$ cat config.mk
export PLATFORM = sky130hd
export DESIGN_NAME = bbp_ctrl
export DESIGN_NICKNAME = d
export VERILOG_FILES = /design/src/inc/bbp_pkg.sv /design/src/core/bbp_ctrl.sv /design/src/core/bbp_qual_filter.sv /design/src/core/bbp_switch_cycle.sv
export VERILOG_INCLUDE_DIRS = /design/src /design/src/inc
export SDC_FILE = /design/constraint.sdc
export NUM_CORES = 1
export LEC_CHECK = 0
export BUFFER_PORTS_ARGS = -buffer_cell sky130_fd_sc_hd__buf_2
export CAP_MARGIN = 15
export CORE_MARGIN = 2
export CORE_UTILIZATION = 36
export DETAILED_ROUTE_END_ITERATION = 10
export GPL_ROUTABILITY_DRIVEN = 0
export GPL_TIMING_DRIVEN = 0
export SETUP_SLACK_MARGIN = 0.3
export SLEW_MARGIN = 20
export SYNTH_ARGS = -nofsm -noshare
export SYNTH_HDL_FRONTEND = slang
export SYNTH_SLANG_ARGS = --single-unit
export TNS_END_PERCENT = 30
$ cat constraint.sdc
create_clock -name aclk -period 4.1 [get_ports aclk]
set_input_delay 0.205 -clock aclk [delete_from_list [all_inputs] [get_ports aclk]]
set_output_delay 0.205 -clock aclk [all_outputs]
set_load 0.01 [all_outputs]
$ cat src/inc/bbp_defines.svh
`ifndef BBP_DEFINES_SVH
`define BBP_DEFINES_SVH
`define BBP_CLK_HZ 50000000
`define BBP_R_BL_CFG_ONE 5'h02
`define BBP_R_BL_CFG_TWO 5'h03
`define BBP_R_BRIGHT 5'h05
`define BBP_R_FREQ_LO 5'h06
`define BBP_R_FREQ_HI 5'h07
`define BBP_R_BL_ENABLE 5'h08
`define BBP_R_BIAS_EN 5'h09
`define BBP_R_SHORT_RESP 5'h0A
`define BBP_R_SHORT_FILT 5'h0B
`define BBP_R_BOOST_LVL 5'h0C
`define BBP_R_POS_LVL 5'h0D
`define BBP_R_NEG_LVL 5'h0E
`define BBP_R_FAULT 5'h0F
`define BBP_R_SINK_FAULT 5'h10
`define BBP_R_CUR_LIMIT 5'h11
`define BBP_RST_BL_CFG_ONE 8'h28
`define BBP_RST_BL_CFG_TWO 8'h8D
`define BBP_RST_BRIGHT 8'hFF
`define BBP_RST_BIAS_EN 8'h18
`define BBP_RST_SHORT_RESP 8'h11
`define BBP_RST_LEVEL 8'h1E
`define BBP_RST_ZERO 8'h00
`define BBP_OPEN_MODE_BIT 1
`define BBP_FIXED_FREQ_BIT 7
`define BBP_SOFT_CLEAR_BIT 7
`define BBP_BL_MODE_BIT 4
`define BBP_SINK_EN_FIELD 3:0
`define BBP_SHORT_MODE_BIT 0
`define BBP_BIAS_MODE_BIT 7
`define BBP_POS_DIS_BIT 4
`define BBP_NEG_DIS_BIT 3
`define BBP_POS_EN_BIT 2
`define BBP_NEG_EN_BIT 1
`define BBP_PIN_CTRL_BIT 0
`define BBP_CUR_LIMIT_FIELD 1:0
`define BBP_RESP_FIELD 7:6
`define BBP_FILT_FIELD 3:2
`define BBP_LEVEL_FIELD 5:0
`define BBP_FLT_OC 0
`define BBP_FLT_OV 1
`define BBP_FLT_SHORT 2
`define BBP_FLT_RAIL 3
`define BBP_SHORT_QUAL_MS 59
`define BBP_FILT0_US 100
`define BBP_FILT1_US 500
`define BBP_FILT2_US 1000
`define BBP_FILT3_US 2000
`define BBP_PER_250K (`BBP_CLK_HZ / 250000)
`define BBP_PER_500K (`BBP_CLK_HZ / 500000)
`define BBP_PER_1M (`BBP_CLK_HZ / 1000000)
`define BBP_BOOST_MAX 6'h34
`define BBP_RAIL_MAX 6'h2E
`define BBP_OC_EVENTS 4'h8
`endif

$ cat src/inc/bbp_pkg.sv
`default_nettype none
package bbp_pkg;
	typedef enum logic [1:0] {BBP_F250K, BBP_F500K, BBP_F1M} bbp_freq_t;
	typedef struct packed {
		logic [3:0] sink_over_v;
		logic [3:0] sink_low_headroom;
		logic boost_overvoltage;
		logic current_trip;
		logic pos_rail_overload;
	} bbp_stage_t;
	typedef struct packed {
		logic [5:0] boost_level;
		logic [5:0] pos_level;
		logic [5:0] neg_level;
		logic pos_on;
		logic neg_on;
		logic pos_discharge;
		logic neg_discharge;
	} bbp_bias_t;
endpackage
`default_nettype wire
$ cat src/core/bbp_ctrl.sv
`include "bbp_defines.svh"
`default_nettype none
module bbp_ctrl #(
	parameter int ADDR_W = 12,
	parameter int MAX_DUTY_PCT = 90,
	parameter int SHORT_QUAL_CYC = `BBP_SHORT_QUAL_MS * (`BBP_CLK_HZ / 1000),
	parameter int FILT0_CYC = `BBP_FILT0_US * (`BBP_CLK_HZ / 1000000),
	parameter int FILT1_CYC = `BBP_FILT1_US * (`BBP_CLK_HZ / 1000000),
	parameter int FILT2_CYC = `BBP_FILT2_US * (`BBP_CLK_HZ / 1000000),
	parameter int FILT3_CYC = `BBP_FILT3_US * (`BBP_CLK_HZ / 1000000)
) (
	// clock and reset
	input wire logic aclk,
	input wire logic aresetn,
	// axi4-lite write
	input wire logic [ADDR_W-1:0] awaddr,
	input wire logic awvalid,
	output logic awready,
	input wire logic [31:0] wdata,
	input wire logic [3:0] wstrb,
	input wire logic wvalid,
	output logic wready,
	output logic [1:0] bresp,
	output logic bvalid,
	input wire logic bready,
	// axi4-lite read
	input wire logic [ADDR_W-1:0] araddr,
	input wire logic arvalid,
	output logic arready,
	output logic [31:0] rdata,
	output logic [1:0] rresp,
	output logic rvalid,
	input wire logic rready,
	// pins
	input wire logic hardware_enable_pin,
	input wire logic pos_rail_enable_pin,
	input wire logic neg_rail_enable_pin,
	// power stage sense
	input wire bbp_pkg::bbp_stage_t stage,
	// power stage control
	output logic [3:0] sink_enable,
	output logic boost_gate,
	output bbp_pkg::bbp_freq_t boost_freq,
	output logic max_duty_half,
	output logic [1:0] current_limit_sel,
	output bbp_pkg::bbp_bias_t bias
);
	localparam int QW = 22;
	localparam logic [7:0] ON_MID = 8'(`BBP_PER_500K * MAX_DUTY_PCT / 100);
	localparam logic [7:0] ON_HIGH = 8'(`BBP_PER_1M * MAX_DUTY_PCT / 100);

	if (ADDR_W < 8 || MAX_DUTY_PCT < 1 || MAX_DUTY_PCT > 100) begin : g_chk_a
		$error("bbp_ctrl: bad address width or duty limit");
	end
	if (SHORT_QUAL_CYC < 1 || SHORT_QUAL_CYC >= 2**QW || FILT0_CYC < 1 || FILT3_CYC >= 2**QW) begin : g_chk_b
		$error("bbp_ctrl: qualification count out of range");
	end

	function automatic logic [4:0] reg_idx(input logic [ADDR_W-1:0] a);
		reg_idx = a[6:2];
	endfunction

	function automatic logic reg_mapped(input logic [ADDR_W-1:0] a);
		logic [4:0] i;
		i = a[6:2];
		reg_mapped = (a[1:0] == 2'b00) && (a[ADDR_W-1:7] == '0) && (i >= `BBP_R_BL_CFG_ONE)
			&& (i <= `BBP_R_CUR_LIMIT) && (i != 5'h04);
	endfunction

	function automatic logic [7:0] reg_default(input logic [4:0] i);
		case (i)
			`BBP_R_BL_CFG_ONE: reg_default = `BBP_RST_BL_CFG_ONE;
			`BBP_R_BL_CFG_TWO: reg_default = `BBP_RST_BL_CFG_TWO;
			`BBP_R_BRIGHT: reg_default = `BBP_RST_BRIGHT;
			`BBP_R_BIAS_EN: reg_default = `BBP_RST_BIAS_EN;
			`BBP_R_SHORT_RESP: reg_default = `BBP_RST_SHORT_RESP;
			`BBP_R_BOOST_LVL, `BBP_R_POS_LVL, `BBP_R_NEG_LVL: reg_default = `BBP_RST_LEVEL;
			default: reg_default = `BBP_RST_ZERO;
		endcase
	endfunction

	function automatic logic [5:0] level_clamp(input logic [7:0] v, input logic [5:0] top);
		level_clamp = (v[7:6] != 2'b00 || v[`BBP_LEVEL_FIELD] > top) ? top : v[`BBP_LEVEL_FIELD];
	endfunction

	// pin synchronisers
	logic [13:0] sync1;
	logic [13:0] sync2;
	bbp_pkg::bbp_stage_t st;
	logic hw_en;
	logic pin_p;
	logic pin_n;

	always_ff @(posedge aclk) begin
		if (!aresetn) begin
			sync1 <= 14'h0000;
			sync2 <= 14'h0000;
		end else begin
			sync1 <= {hardware_enable_pin, pos_rail_enable_pin, neg_rail_enable_pin, stage};
			sync2 <= sync1;
		end
	end

	assign hw_en = sync2[13];
	assign pin_p = sync2[12];
	assign pin_n = sync2[11];
	assign st = sync2[10:0];

	// register bus
	logic aw_got;
	logic w_got;
	logic [ADDR_W-1:0] aw_q;
	logic [7:0] wd_q;
	logic ws_q;
	logic do_write;
	logic rd_fault;
	logic soft_pend;
	logic clr;
	logic [7:0] cfg [`BBP_R_BL_CFG_ONE:`BBP_R_CUR_LIMIT];
	logic [7:0] fault;
	logic wr_bias;

	assign do_write = aw_got && w_got && !bvalid;
	assign clr = !aresetn || !hw_en || soft_pend;
	assign rd_fault = arvalid && arready && reg_mapped(araddr) && (reg_idx(araddr) == `BBP_R_FAULT);
	assign wr_bias = do_write && hw_en && ws_q && reg_mapped(aw_q) && (reg_idx(aw_q) == `BBP_R_BIAS_EN);

	always_ff @(posedge aclk) begin
		if (!aresetn) begin
			aw_got <= 1'b0;
			awready <= 1'b0;
			aw_q <= '0;
		end else if (awvalid && awready) begin
			aw_got <= 1'b1;
			awready <= 1'b0;
			aw_q <= awaddr;
		end else if (do_write) begin
			aw_got <= 1'b0;
		end else if (!aw_got && !bvalid) begin
			awready <= 1'b1;
		end
	end

	always_ff @(posedge aclk) begin
		if (!aresetn) begin
			w_got <= 1'b0;
			wready <= 1'b0;
			wd_q <= 8'h00;
			ws_q <= 1'b0;
		end else if (wvalid && wready) begin
			w_got <= 1'b1;
			wready <= 1'b0;
			wd_q <= wdata[7:0];
			ws_q <= wstrb[0];
		end else if (do_write) begin
			w_got <= 1'b0;
		end else if (!w_got && !bvalid) begin
			wready <= 1'b1;
		end
	end

	always_ff @(posedge aclk) begin
		if (!aresetn) begin
			bvalid <= 1'b0;
			bresp <= 2'b00;
		end else if (do_write) begin
			bvalid <= 1'b1;
			bresp <= reg_mapped(aw_q) ? 2'b00 : 2'b10;
		end else if (bready) begin
			bvalid <= 1'b0;
		end
	end

	always_ff @(posedge aclk) begin
		if (!aresetn) begin
			arready <= 1'b0;
			rvalid <= 1'b0;
			rdata <= 32'h00000000;
			rresp <= 2'b00;
		end else if (arvalid && arready) begin
			arready <= 1'b0;
			rvalid <= 1'b1;
			rresp <= reg_mapped(araddr) ? 2'b00 : 2'b10;
			if (!reg_mapped(araddr)) begin
				rdata <= 32'h00000000;
			end else if (reg_idx(araddr) == `BBP_R_FAULT) begin
				rdata <= {24'h000000, fault};
			end else begin
				rdata <= {24'h000000, cfg[reg_idx(araddr)]};
			end
		end else if (rvalid) begin
			rvalid <= !rready;
		end else begin
			arready <= 1'b1;
		end
	end

	// soft clear lasts one cycle, the bit itself is never stored
	always_ff @(posedge aclk) begin
		if (clr) begin
			soft_pend <= 1'b0;
		end else begin
			soft_pend <= do_write && ws_q && reg_mapped(aw_q) && reg_idx(aw_q) == `BBP_R_BL_ENABLE
				&& wd_q[`BBP_SOFT_CLEAR_BIT];
		end
	end

	always_ff @(posedge aclk) begin
		if (clr) begin
			for (int i = `BBP_R_BL_CFG_ONE; i <= `BBP_R_CUR_LIMIT; i++) begin
				cfg[i] <= reg_default(5'(i));
			end
		end else if (do_write && hw_en && ws_q && reg_mapped(aw_q) && reg_idx(aw_q) != `BBP_R_FAULT) begin
			if (reg_idx(aw_q) == `BBP_R_BL_ENABLE) begin
				cfg[reg_idx(aw_q)] <= {1'b0, wd_q[6:0]};
			end else begin
				cfg[reg_idx(aw_q)] <= wd_q;
			end
		end
	end

	// backlight restart events
	logic bl_mode;
	logic bl_mode_d;
	logic bl_restart;

	assign bl_mode = cfg[`BBP_R_BL_ENABLE][`BBP_BL_MODE_BIT];
	assign bl_restart = clr || (bl_mode_d && !bl_mode);

	always_ff @(posedge aclk) begin
		if (clr) begin
			bl_mode_d <= 1'b0;
		end else begin
			bl_mode_d <= bl_mode;
		end
	end

	// frequency selection
	logic [7:0] lo_th;
	logic [7:0] hi_th;
	logic [7:0] bright;
	bbp_pkg::bbp_freq_t next_freq;

	assign lo_th = cfg[`BBP_R_FREQ_LO];
	assign hi_th = cfg[`BBP_R_FREQ_HI];
	assign bright = cfg[`BBP_R_BRIGHT];

	always_comb begin
		if (lo_th != 8'h00 || hi_th != 8'h00) begin
			if (bright <= lo_th) begin
				next_freq = bbp_pkg::BBP_F250K;
			end else if (bright <= hi_th) begin
				next_freq = bbp_pkg::BBP_F500K;
			end else begin
				next_freq = bbp_pkg::BBP_F1M;
			end
		end else if (cfg[`BBP_R_BL_CFG_TWO][`BBP_FIXED_FREQ_BIT]) begin
			next_freq = bbp_pkg::BBP_F1M;
		end else begin
			next_freq = bbp_pkg::BBP_F500K;
		end
	end

	always_ff @(posedge aclk) begin
		if (clr) begin
			boost_freq <= bbp_pkg::BBP_F500K;
			max_duty_half <= 1'b0;
			current_limit_sel <= 2'b00;
		end else begin
			boost_freq <= next_freq;
			max_duty_half <= (next_freq == bbp_pkg::BBP_F250K);
			current_limit_sel <= cfg[`BBP_R_CUR_LIMIT][`BBP_CUR_LIMIT_FIELD];
		end
	end

	// sink short qualification
	logic [3:0] short_hit;
	logic [3:0] short_off;
	logic [3:0] open_off;
	logic all_open;
	logic [3:0] ch_en;
	logic open_mode;

	assign ch_en = cfg[`BBP_R_BL_ENABLE][`BBP_SINK_EN_FIELD];
	assign open_mode = cfg[`BBP_R_BL_CFG_ONE][`BBP_OPEN_MODE_BIT];

	for (genvar i = 0; i < 4; i++) begin : g_sink
		bbp_qual_filter #(.W(QW)) u_short (
			.aclk(aclk),
			.aresetn(aresetn),
			.clr(clr),
			.cond(st.sink_over_v[i] && sink_enable[i]),
			.limit(QW'(SHORT_QUAL_CYC)),
			.hit(short_hit[i])
		);
	end

	always_ff @(posedge aclk) begin
		if (bl_restart) begin
			short_off <= 4'h0;
		end else if (cfg[`BBP_R_SINK_FAULT][`BBP_SHORT_MODE_BIT]) begin
			short_off <= short_off | short_hit;
		end
	end

	// open string handling on overvoltage
	always_ff @(posedge aclk) begin
		if (bl_restart) begin
			open_off <= 4'h0;
			all_open <= 1'b0;
		end else if (st.boost_overvoltage && ch_en != 4'h0 && bl_mode) begin
			if ((ch_en & ~st.sink_low_headroom) == 4'h0) begin
				all_open <= 1'b1;
			end else if (open_mode) begin
				open_off <= open_off | (ch_en & st.sink_low_headroom);
			end
		end
	end

	// overcurrent event count
	logic trip_d;
	logic [3:0] oc_cnt;

	always_ff @(posedge aclk) begin
		if (clr) begin
			trip_d <= 1'b0;
			oc_cnt <= 4'h0;
		end else begin
			trip_d <= st.current_trip;
			if (rd_fault) begin
				oc_cnt <= {3'b000, st.current_trip && !trip_d};
			end else if (st.current_trip && !trip_d && oc_cnt != `BBP_OC_EVENTS) begin
				oc_cnt <= oc_cnt + 4'h1;
			end
		end
	end

	// positive rail short filter and response
	logic [QW-1:0] filt_lim;
	logic rail_hit;
	logic rail_off;
	logic bl_off;

	always_comb begin
		case (cfg[`BBP_R_SHORT_FILT][`BBP_FILT_FIELD])
			2'b00: filt_lim = QW'(FILT0_CYC);
			2'b01: filt_lim = QW'(FILT1_CYC);
			2'b10: filt_lim = QW'(FILT2_CYC);
			default: filt_lim = QW'(FILT3_CYC);
		endcase
	end

	bbp_qual_filter #(.W(QW)) u_rail (
		.aclk(aclk),
		.aresetn(aresetn),
		.clr(clr),
		.cond(st.pos_rail_overload && bias.pos_on),
		.limit(filt_lim),
		.hit(rail_hit)
	);

	always_ff @(posedge aclk) begin
		if (clr) begin
			rail_off <= 1'b0;
			bl_off <= 1'b0;
		end else if (rail_hit && cfg[`BBP_R_SHORT_RESP][`BBP_RESP_FIELD] != 2'b00) begin
			rail_off <= 1'b1;
			bl_off <= bl_off || cfg[`BBP_R_SHORT_RESP][7];
		end
	end

	// fault status, set wins over clear on read
	logic boost_run_en;
	logic [7:0] flt_set;

	// overcurrent flag is set by the trip that reaches the terminal count, so a read clears it
	always_comb begin
		flt_set = 8'h00;
		flt_set[`BBP_FLT_OC] = st.current_trip && !trip_d && (oc_cnt == `BBP_OC_EVENTS - 4'h1);
		flt_set[`BBP_FLT_OV] = st.boost_overvoltage && boost_run_en;
		flt_set[`BBP_FLT_SHORT] = |short_hit;
		flt_set[`BBP_FLT_RAIL] = st.pos_rail_overload && bias.pos_on;
	end

	always_ff @(posedge aclk) begin
		if (clr) begin
			fault <= 8'h00;
		end else begin
			fault <= flt_set | (fault & {8{!rd_fault}});
		end
	end

	// backlight outputs
	logic [3:0] next_sink;
	logic [7:0] period;
	logic [7:0] on_len;

	assign next_sink = {4{bl_mode && !all_open && !bl_off}} & ch_en & ~short_off & ~open_off;
	assign boost_run_en = hw_en && bl_mode && !all_open && !bl_off && (next_sink != 4'h0);

	always_ff @(posedge aclk) begin
		if (clr) begin
			sink_enable <= 4'h0;
		end else begin
			sink_enable <= next_sink;
		end
	end

	always_comb begin
		case (boost_freq)
			bbp_pkg::BBP_F250K: begin
				period = 8'(`BBP_PER_250K);
				on_len = 8'(`BBP_PER_250K / 2);
			end
			bbp_pkg::BBP_F1M: begin
				period = 8'(`BBP_PER_1M);
				on_len = ON_HIGH;
			end
			default: begin
				period = 8'(`BBP_PER_500K);
				on_len = ON_MID;
			end
		endcase
	end

	bbp_switch_cycle u_cycle (
		.aclk(aclk),
		.aresetn(aresetn),
		.run(boost_run_en && !st.boost_overvoltage),
		.period(period),
		.on_len(on_len),
		.trip(st.current_trip),
		.gate(boost_gate)
	);

	// bias rails
	logic [7:0] ben;
	logic next_pos_on;
	logic next_neg_on;

	assign ben = cfg[`BBP_R_BIAS_EN];
	assign next_pos_on = ben[`BBP_BIAS_MODE_BIT] && !rail_off
		&& (ben[`BBP_PIN_CTRL_BIT] ? pin_p : ben[`BBP_POS_EN_BIT]);
	assign next_neg_on = ben[`BBP_BIAS_MODE_BIT] && !rail_off
		&& (ben[`BBP_PIN_CTRL_BIT] ? pin_n : ben[`BBP_NEG_EN_BIT]);

	always_ff @(posedge aclk) begin
		if (clr) begin
			bias <= '0;
		end else begin
			bias.boost_level <= level_clamp(cfg[`BBP_R_BOOST_LVL], `BBP_BOOST_MAX);
			if (wr_bias || (!bias.pos_on && !bias.neg_on)) begin
				bias.pos_level <= level_clamp(cfg[`BBP_R_POS_LVL], `BBP_RAIL_MAX);
				bias.neg_level <= level_clamp(cfg[`BBP_R_NEG_LVL], `BBP_RAIL_MAX);
			end
			bias.pos_on <= next_pos_on;
			bias.neg_on <= next_neg_on;
			bias.pos_discharge <= ben[`BBP_POS_DIS_BIT] && !next_pos_on;
			bias.neg_discharge <= ben[`BBP_NEG_DIS_BIT] && !next_neg_on;
		end
	end
endmodule
`default_nettype wire

$ cat src/core/bbp_qual_filter.sv
`default_nettype none
module bbp_qual_filter #(
	parameter int W = 22
) (
	// clock and reset
	input wire logic aclk,
	input wire logic aresetn,
	// condition
	input wire logic clr,
	input wire logic cond,
	input wire logic [W-1:0] limit,
	output logic hit
);
	logic [W-1:0] cnt;

	always_ff @(posedge aclk) begin
		if (!aresetn || clr || !cond) begin
			cnt <= '0;
		end else if (cnt != limit) begin
			cnt <= cnt + 1'b1;
		end
	end

	always_ff @(posedge aclk) begin
		if (!aresetn || clr) begin
			hit <= 1'b0;
		end else begin
			hit <= cond && (cnt == limit);
		end
	end
endmodule
`default_nettype wire

$ cat src/core/bbp_switch_cycle.sv
`default_nettype none
module bbp_switch_cycle (
	// clock and reset
	input wire logic aclk,
	input wire logic aresetn,
	// cycle control
	input wire logic run,
	input wire logic [7:0] period,
	input wire logic [7:0] on_len,
	input wire logic trip,
	output logic gate
);
	logic [7:0] cnt;
	logic tripped;
	logic wrap;
	logic [7:0] next_cnt;

	assign wrap = (cnt >= period - 8'h01);
	assign next_cnt = wrap ? 8'h00 : cnt + 8'h01;

	always_ff @(posedge aclk) begin
		if (!aresetn || !run) begin
			cnt <= 8'h00;
		end else begin
			cnt <= next_cnt;
		end
	end

	// a trip holds the switch off until the next cycle starts
	always_ff @(posedge aclk) begin
		if (!aresetn || !run || wrap) begin
			tripped <= 1'b0;
		end else if (trip) begin
			tripped <= 1'b1;
		end
	end

	always_ff @(posedge aclk) begin
		if (!aresetn || !run) begin
			gate <= 1'b0;
		end else begin
			gate <= (next_cnt < on_len) && !trip && (wrap || !tripped);
		end
	end
endmodule
`default_nettype wire

==> metrics.txt, run 1 <==
Vias per Instance 5.015; grt total ovfl 0; wire per inst 18.29 um; Routed Antenna Nets 0; 1st-iter DRT viols 1054; most common cell after layout, fill and taps aside dfxtp_1; Synth Cell Area approximately 0.021 sq mm; Clock Latency Late Sink slightly below 600 ps; cell area power density 413.9 mW/mm^2; Post-Place Worst Slack 850.9 ps; num rows a little under 90; CP Capture Type register; dpl cell area ~0.023 sq mm; Max Clk Rate 301.8 MHz; I/O Buffers 98; async set or reset register ratio after synthesis 0%; CTS Sinks 482; Core ar. a little under 0.06 sq mm; CTS Buf Count 50; Max-Slew Margin vs Limit 23.85%; CTS tree yes; most frequent cells in the layout 247 x dfxtp_1, 234 x edfxtp_1, 214 x nor2_1; sequential element share of the synthesized area 57.19%; CTS H-tree depth 2; kind of critical path register to register; leading area contributor after synthesis edfxtp_1; Residual DRC 0; gate count of the mapped netlist 1846; top_reg_cell synth dfxtp_1; Max Buffers Root-to-Sink 3; Synth top area share 33.51%; Worst Path Max Fanout 8; crit share post-route 80.82%; initial antenna violation count 6; Detailed Route WL roughly 55 mm; CTS Root Cell clkbuf_16; met1 WL 23.58 mm; Slew @ Worst Pin 1130 ps; Total Routing Usage GR 18.03%; share of layout cells above drive strength 1 14.01%; area grow syn2layout 19.61%; via count 15009; crit path time final 3314 ps; HPWL Detailed 39.56 mm; first-pass GRT wire length 83.54 mm; nets@finish approximately 2300; EDFF count, synth ~230; post_cts resized 0; Data arrival, critical path 3830 ps; cts hold-fix bufs 43; WHS 162.3 ps; fillers 5465; Yosys reg bits 482; Die Ht approximately 250 um; Slew Limit Fails 0; met3 wire length between 4 and 5 mm; max layer used met4; Met2 Wirelength 25.33 mm; largest net degree at the start of global routing 23; die width 245.3 um; worst-case clock skew 16.56 ps; Final Hold Fails 0; vias in the first global route 14617; setup TNS 0 ps; Reg clk slew, reported paths 60 ps; synthesized area per cell 11.36 sq um; final setup vio count 0; Leak ~9.5 nW; Tot Pwr 0.01038 W; unrepaired setup endpoints after global routing no; Setup Fix Bufs, Post-CTS 0; Die ar. between 0.06 and 0.07 sq mm; max-capacitance violation count 0; CP required 4620 ps; yosys warns 0; Initial DRT Pass Iterations 5; top post-synthesis cells by area edfxtp_1 34%, dfxtp_1 24%, mux4_2 5.9%; Initial Util a little over a third; final instance area 0.02508 sq mm; Max VDD drop 310.7 uV; post-route setup slack between 700 and 800 ps; status completed; HP Class input pin to register; library cells used by synthesis 74; I/O pin total 154; Setup crit start kind register
worst max-delay path, cell delays in order, from the launching register on:
cell,delay (ps)
dfxtp_1,390
nor2b_1,360
inv_1,140
ha_1,200
a21o_1,170
a21o_1,160
a21oi_1,140
o21ai_1,230
nor2_1,170
ha_1,250
o21a_1,170
o21a_1,170
o2111ai_1,220
nor2_1,60
nor3b_1,180
o221a_2,230
path summary, 6_finish.rpt:
path         cells after the start  slack [ps]                      from                 endpoint
min                              3         160                   aresetn      sync2[4]$_SDFF_PN0_
max                             15         790  boost_freq[1]$_SDFF_PP0_  u_cycle.gate$_SDFF_PP0_
min reg2reg                      1         430       sync1[8]$_SDFF_PN0_      sync2[8]$_SDFF_PN0_
max reg2reg                     15         790  boost_freq[1]$_SDFF_PP0_  u_cycle.gate$_SDFF_PP0_
through the flow:
stage / util (%) / std cells
detailed placement: 39.83 / 2857
global placement: 39.82 / 2857
global route: 43.47 / 2992
CTS: 43.44 / 2992
finish: 43.47 / 2993
floorplan: - / 1994
cell usage after synthesis, types with 16 or more instances:
master and instances:
and2_1 87, clkbuf_1 53, nand2_1 130, edfxtp_1 234, a21oi_1 71, nor4_1 25
nor2_1 214, nand3_1 60, buf_4 32, nand2b_1 20, xor2_1 68, nand4_1 34
mux2i_1 16, nor2b_1 19, o21ai_0 31, ha_1 48, dfxtp_1 248, nor3_1 45
inv_1 73, or3_1 33, xnor2_1 40, and3_1 45, mux4_2 55
state kept, by name, indices dropped and copies added, names as in the netlist, 2 cells and up:
name and flops:
fault 8, wd_q 8, bias 22, oc_cnt 4, g_sink.u_short.cnt 88, rdata 8
g_sink.u_short.hit 4, boost_freq 2, u_cycle.cnt 8, aw_q 12, short_off 4, u_rail.cnt 22
sync1 14, cfg 234, sync2 14, sink_enable 4, current_limit_sel 2, open_off 4
kinds of logic after synthesis:
group,Yosys count,synth area share [%]
and+or+nand+nor,765,18.84
DFF,482,57.19
AOI/OAI and AO/OA,186,5.520
buffers and inverters,178,4.046
xor gates and xnor gates,108,4.511
muxes,77,6.993
adders and majority gates,48,2.864
other,2,0.03582
layer usage:
metal / global-route usage, % / up-vias
met5: 0 / -
met4: 5.187 / 0
met3: 3.558 / 99
met2: 29.44 / 503
met1: 24.32 / 7293
li1: - / 7114
final cells by class:
type | count | area [sq um] | area share [%]
sequential | 482 | 11990 | 47.82
tap | 765 | 957.2 | 3.816
clock inverter | 20 | 205.2 | 0.8182
clock buffer | 72 | 1448 | 5.772
antenna | 1 | 2.502 | 0.009978
timing repair buffer | 141 | 920.9 | 3.672
inverter | 74 | 277.8 | 1.108
multi-input combinational | 1334 | 8705 | 34.71
buffer | 104 | 571.8 | 2.280
where the power goes:
group          total (W)  switching (W)  internal [W]
Sequential       0.00524      0.0000774       0.00517
Combinational   0.000547       0.000320      0.000226
Clock            0.00459        0.00189       0.00270
No activity file was read; power rests on OpenSTA's default activity.
==> run 2: changes to the inputs <==
clock period = 3.17 ns   (was 4.1 ns; I/O delays follow)
==> run 2 against run 1 <==
Utilization is 0.38 points higher. Design area is 0.86% higher. Die area is the same. Routed wire length rose by 0.57%. Worst setup slack worse by 560 ps. Critical path depth fell by 8. Combinational power up 31%. Sequential share of layout area fell by 0.38 points.
==> metrics.txt, run 2 (synthesized netlist as in run 1, its figures left out) <==
Critical Path Most Common Cell buf_6; Flop pwr share 49.9% (-0.6 points); CTS Root Cell clkbuf_16; Max VDD drop 482.5 uV (+55%); grt total ovfl 0 (unchanged); initial antenna violation count 2 (-4); worst path bufs/invs 2 (+1); Core ar. 0.05770 sq mm (unchanged); status completed; Inst Count DP 2857 (unchanged); Largest regs cfg (234), g_sink.u_short.cnt (88); Worst Setup SP sync2[13]$_SDFF_PN0_; cell area power density 537.7 mW/mm^2 (+30%); first-pass GRT wire length 84.06 mm (+0.62%); wire per inst 18.34 um (+0.27%); Setup crit start kind register; cell depth of the worst setup path 7 (-8); Final Hold Fails 0 (unchanged); Int Power 0.01061 W (+31%); Clk pwr share 44.9% (+0.7 points); Leak 9.594 nW (+0.91%); Max stage delay cell, worst path o21ai_1; Residual DRC 0 (unchanged); max reg flops 234 (unchanged); 1st-iter DRT viols 1144 (+8.5%); final setup vio count 0 (unchanged); post-route setup slack 225.1 ps (-561.1 ps); met1 Use GR 24.63% (+0.30 points); R2R Path Start sync2[13]$_SDFF_PN0_; I/O pin total 154 (unchanged); met2 Usage GRT 29.37% (-0.066 points); worst-case clock skew 19.98 ps (+3.425 ps); Initial Util 36.34% (unchanged); via count 15031 (+0.15%); unrepaired setup endpoints after global routing yes; area grow syn2layout 20.64%; Max-Slew Margin vs Limit 24.76% (+0.92 points); most frequent cells in the layout 246 x dfxtp_1, 234 x edfxtp_1, 213 x nor2_1; CP peak stage delay 670 ps (+280 ps); CP required 3380 ps (-1240 ps); Final Util 43.85% (+0.38 points); worst hold stages 3 (unchanged); CTS Sinks 482 (unchanged); Gate power share 5.2% (about the same); max-capacitance violation count 0 (unchanged); crit path time final 2945 ps (-368.9 ps); largest net degree at the start of global routing 23 (unchanged); Max Clk Rate 339.6 MHz (+13%); non-filler cells, final 3002 (+0.30%); CP Capture Type register; crit share post-route 92.90% (+12 points); CTS H-tree depth 2 (unchanged); Max Buffers Root-to-Sink 3 (unchanged); routing usage on met3 3.067% (-0.49 points); nets@finish 2324 (+0.35%); Data arrival, critical path 3160 ps (-670 ps); Total Routing Usage GR 18.16% (+0.13 points); Clock Latency Late Sink 600 ps (about the same); vias in the first global route 14754 (+0.94%); sw frac 21.97% (-0.055 points); Die ar. 0.06019 sq mm (unchanged); Slew Limit Fails 0 (unchanged); Sw Pwr 0.002988 W (+31%); Detailed Route WL 55.05 mm (+0.57%); Slew @ Worst Pin 1127 ps (-3.387 ps); crit-path cells nand2_1, nor2_4, nand4b_1, buf_6, or3_4, buf_6, o21ai_1; layer with the highest usage met2; Reg with most FFs cfg; Initial DRT Pass Iterations 5 (unchanged); cells on worst reg2reg path 7 (-8); most common cell after layout, fill and taps aside dfxtp_1; Vias per Instance 5.007 (-0.15%); CTS tree yes; CTS Buf Count 49 (-2.0%); Worst Path Max Fanout 10 (+2); HP Class input pin to register; HPWL Detailed 39.51 mm (-0.13%); num rows 88 (unchanged); Die Ht 245.3 um (unchanged); Routed Antenna Nets 0 (unchanged); Post-Place Worst Slack -71.58 ps (-922.5 ps); I/O Buffers 98 (unchanged); die width 245.3 um (unchanged); Reg clk slew, reported paths 60 ps (about the same); cell family with most CP delay simple AND/OR/NAND/NOR gates; share of layout cells above drive strength 1 15.21% (+1.2 points); kind of critical path register to register; hold_sp aresetn
[run 2: cell types whose count changed in the layout (fill, tap and decap cells not counted), moves of 3 or more]
cell and change:
o21ai_2 +6, clkbuf_1 -3, clkinv_1 -4, dlygate4sd3_1 +3
o21ai_0 -4, buf_4 +6
[run 2: path summary, 6_finish.rpt]
kind | slack (ps) | endpoint
setup reg to reg | 230 | cfg[11][3]$_SDFFCE_PN0P_
hold / removal | 100 | rdata[7]$_SDFFE_PN0P_
hold reg to reg | 420 | sync2[10]$_SDFF_PN0_
setup / recovery | 230 | cfg[11][3]$_SDFFCE_PN0P_
[run 2: cell type report]
class                   count  area (sq um)
diodes                      1         2.502
plain buffers             104         573.1
clock buffers              73          1473
clock inverters            19         239.0
fillers                  5457         32400
inverters                  74         280.3
multi-input cells        1334          8777
flip-flops and latches    482         12000
well taps                 765         957.2
repair buffers            150         996.0
[run 2: repair_timing]
item	CTS	global route
gates resized for setup	19	12
hold buffers	46	0
hold endpoints to repair	40	0
endpoints found under the setup margin	113	121
setup buffers	5	1
cloned	0	0
pin swaps	10	6
[run 2: per-stage QoR]
stage | instance area, sq um | hold WS [ps] | power [W] | TNS, ps
finish | 25300 | 100.3 | 0.01360 | 0
global route | 25290 | 139.8 | 0.01402 | 0
CTS | 25240 | 75.33 | 0.01371 | 0
detailed placement | 22980 | 372.0 | 0.007568 | -1485
global placement | 22980 | 365.5 | 0.007553 | -4476
floorplan | 21530 | 285.8 | 0.007294 | 0
[run 2: tightest hold or removal path, delay by kind of cell]
family / cells / cell delay (ps)
AO/OA/AOI/OAI: 1 / 120
AND/OR/NAND/NOR: 1 / 240
buffers and inverters: 1 / 130
[run 2: per-layer routing]
| layer | vias up | wire length [um] |
|---|---|---|
| met5 | - | 0 |
| met3 | 101 | 3814 |
| met4 | 0 | 1666 |
| li1 | 7114 | - |
| met1 | 7315 | 24290 |
| met2 | 501 | 25270 |
[run 2: power groups by stage]
| stage | clock [W] | sequential [W] | combinational (W) |
|---|---|---|---|
| after global placement | 0 | 0.00691 | 0.000645 |
| after CTS | 0.00623 | 0.00678 | 0.000699 |
| after detailed placement | 0 | 0.00692 | 0.000650 |
| after floorplan | 0 | 0.00687 | 0.000422 |
| final | 0.00611 | 0.00678 | 0.000714 |
| after global routing | 0.00646 | 0.00680 | 0.000769 |
==> run 3: changes to the inputs <==
CORE_UTILIZATION = 30   (was 36)
==> run 3 against run 2 <==
Cell count rose by 5.6%. Hold slack gained 15 ps. Worst setup slack got worse by 70 ps. Clock skew is 1.4 ps lower.
==> metrics.txt, run 3 (synthesized netlist as in run 1, its figures left out) <==
status completed; Clk pwr share 43.2% (-1.7 points); Gate power share 5.5% (+0.3 points); first-pass GRT wire length 85.39 mm (+1.6%); Worst Path Max Fanout 4 (-6); Met2 Wirelength 25.58 mm (+1.2%); largest net degree at the start of global routing 23 (unchanged); Max VDD drop 353.1 uV (-27%); CP peak stage delay 370 ps (-300 ps); Core ar. 0.06895 sq mm (+20%); Vias per Instance 4.761 (-4.9%); Worst Setup SP boost_freq[0]$_SDFF_PP1_; kind of critical path register to register; HPWL Detailed 40.74 mm (+3.1%); worst-case clock skew 18.60 ps (-1.382 ps); CTS Sinks 482 (unchanged); Crit Reg-Reg Endpoint u_cycle.gate$_SDFF_PP0_; Detailed Route WL 56.51 mm (+2.7%); Data arrival, critical path 3540 ps (+380 ps); cell depth of the worst setup path 14 (+7); Int Power 0.01027 W (-3.2%); Total Routing Usage GR 15.61% (-2.5 points); CP Capture Type register; setup TNS 0 ps (unchanged); wire per inst 17.82 um (-2.8%); cell area power density 519.4 mW/mm^2 (-3.4%); via count 15098 (+0.45%); CP endpoint u_cycle.gate$_SDFF_PP0_; Sw Pwr 0.002939 W (-1.7%); Reg clk slew, reported paths 60 ps (about the same); Max Buffers Root-to-Sink 3 (unchanged); cells on worst reg2reg path 14 (+7); setup slack, reg-to-reg 160 ps (-70 ps); CTS Root Cell clkbuf_16; Residual DRC 0 (unchanged); Routed Antenna Nets 0 (unchanged); die width 268.4 um (+9.4%); dpl cell area 0.02319 sq mm (+0.94%); Setup crit start kind register; met3 wire length 4.916 mm (+29%); HP Class input pin to register; Reg with most FFs cfg; CP required 3690 ps (+310 ps); nets@finish 2331 (+0.30%); crit path time final 3015 ps (+70.01 ps); crit share post-route 95.11% (+2.2 points); Slew Limit Fails 0 (unchanged); initial antenna violation count 9 (+7); Die Ht 268.4 um (+9.4%); CTS H-tree depth 2 (unchanged); WHS 115.0 ps (+14.75 ps); Die ar. 0.07203 sq mm (+20%); share of layout cells above drive strength 1 15.32% (+0.11 points); most frequent cells in the layout 245 x dfxtp_1, 234 x edfxtp_1, 214 x nor2_1; sw frac 22.24% (+0.27 points); unrepaired setup endpoints after global routing yes; most common cell after layout, fill and taps aside dfxtp_1; max layer used met5; Leak 9.551 nW (-0.45%); I/O Buffers 98 (unchanged); grt total ovfl 0 (unchanged); Largest regs cfg (234), g_sink.u_short.cnt (88); cell family with most CP delay compound AO/OA/AOI/OAI gates; CTS Buf Count 49 (unchanged); max-capacitance violation count 0 (unchanged); Tot Pwr 0.01321 W (-2.9%); Final Hold Fails 0 (unchanged); Max Clk Rate 331.7 MHz (-2.3%); Clock Latency Late Sink 590 ps (about the same); Slew @ Worst Pin 1140 ps (+13.05 ps); Initial DRT Pass Iterations 7 (+2); Flop pwr share 51.3% (+1.4 points); Max-Slew Margin vs Limit 24.00% (-0.77 points); worst path bufs/invs 1 (-1); R2R Path Start boost_freq[0]$_SDFF_PP1_; num rows 96 (+9.1%); area grow syn2layout 21.31%; final setup vio count 0 (unchanged); CTS tree yes; Max stage delay cell, worst path dfxtp_4; vias in the first global route 14881 (+0.86%); crit-path cells or2_4, buf_4, ha_1, a21o_1, a21oi_2, o21ai_2, nor2_1, ha_1, o21a_1, o21a_1, o2111ai_2, nor2_1, nor3b_1, o221a_2; met1 WL 24.08 mm (-0.87%); max reg flops 234 (unchanged); Initial Util 30.41% (-5.9 points); I/O pin total 154 (unchanged); final instance area 0.02544 sq mm (+0.55%); 1st-iter DRT viols 1357 (+19%)
run 3: cell types whose count changed in the layout (fill, tap and decap cells not counted), moves of 3 or more:
cell       change
buf_4          +8
clkinv_2       -4
clkbuf_1       +4
bufinv_16      -4
o21ai_1        -5
o21ai_2        +5
clkinv_4       -3
run 3: worst min path at each step:
stage	startpoint	endpoint	slack [ps]	cells past startpoint
after floorplan	stage[0]	sync1[0]$_SDFF_PN0_	290	1
after global placement	stage[4]	sync1[4]$_SDFF_PN0_	370	2
after detailed placement	stage[4]	sync1[4]$_SDFF_PN0_	370	2
after CTS	aresetn	rdata[3]$_SDFFE_PN0P_	100	3
after global routing	aresetn	rdata[6]$_SDFFE_PN0P_	130	3
final	aresetn	rdata[7]$_SDFFE_PN0P_	120	3
run 3: power by group through the flow:
stage | clock network (W) | registers, W | logic, W
2_1_floorplan | 0 | 0.00687 | 0.000422
3_3_place_gp | 0 | 0.00691 | 0.000650
3_5_place_dp | 0 | 0.00692 | 0.000658
4_1_cts | 0.00580 | 0.00678 | 0.000708
5_1_grt | 0.00602 | 0.00680 | 0.000785
6_report | 0.00570 | 0.00678 | 0.000727
run 3: final cells by class:
type                    count  area [sq um]
diodes                      1         2.502
fillers                  6782         43510
plain buffers             104         576.8
clock inverters             8         65.06
multi-input cells        1334          8801
clock buffers              80          1496
well taps                 931          1165
inverters                  74         284.0
repair buffers            157          1046
flip-flops and latches    482         12000
run 3: layer usage:
layer,vias up,global-route usage [%]
li1,7131,-
met1,7319,20.47
met3,123,3.693
met5,-,0
met2,517,25.00
met4,8,5.901
run 3: worst reg2reg max path: stages (launching register included):
cell and delay [ps]:
dfxtp_4 370, or2_4 260, buf_4 140, ha_1 270, a21o_1 170, a21oi_2 150
o21ai_2 110, nor2_1 120, ha_1 240, o21a_1 180, o21a_1 170, o2111ai_2 210
nor2_1 80, nor3b_1 230, o221a_2 260
run 3: through the flow:
| stage | util (%) | cells | worst slack, ps |
|---|---|---|---|
| after floorplan | - | 1994 | 329.1 |
| after global placement | 33.63 | 3023 | -385.0 |
| after detailed placement | 33.64 | 3023 | -160.4 |
| after CTS | 36.75 | 3164 | 86.31 |
| after global routing | 36.89 | 3170 | 112.5 |
| final | 36.89 | 3171 | 155.1 |
run 3: repair_timing:
| item | CTS | global route |
|---|---|---|
| endpoints found under the hold margin | 40 | 0 |
| buffers inserted | 8 | 6 |
| endpoints found under the setup margin | 135 | 137 |
| pin swaps | 11 | 1 |
| hold buffers | 45 | 0 |
| gates cloned | 0 | 0 |
| resized for setup | 25 | 17 |
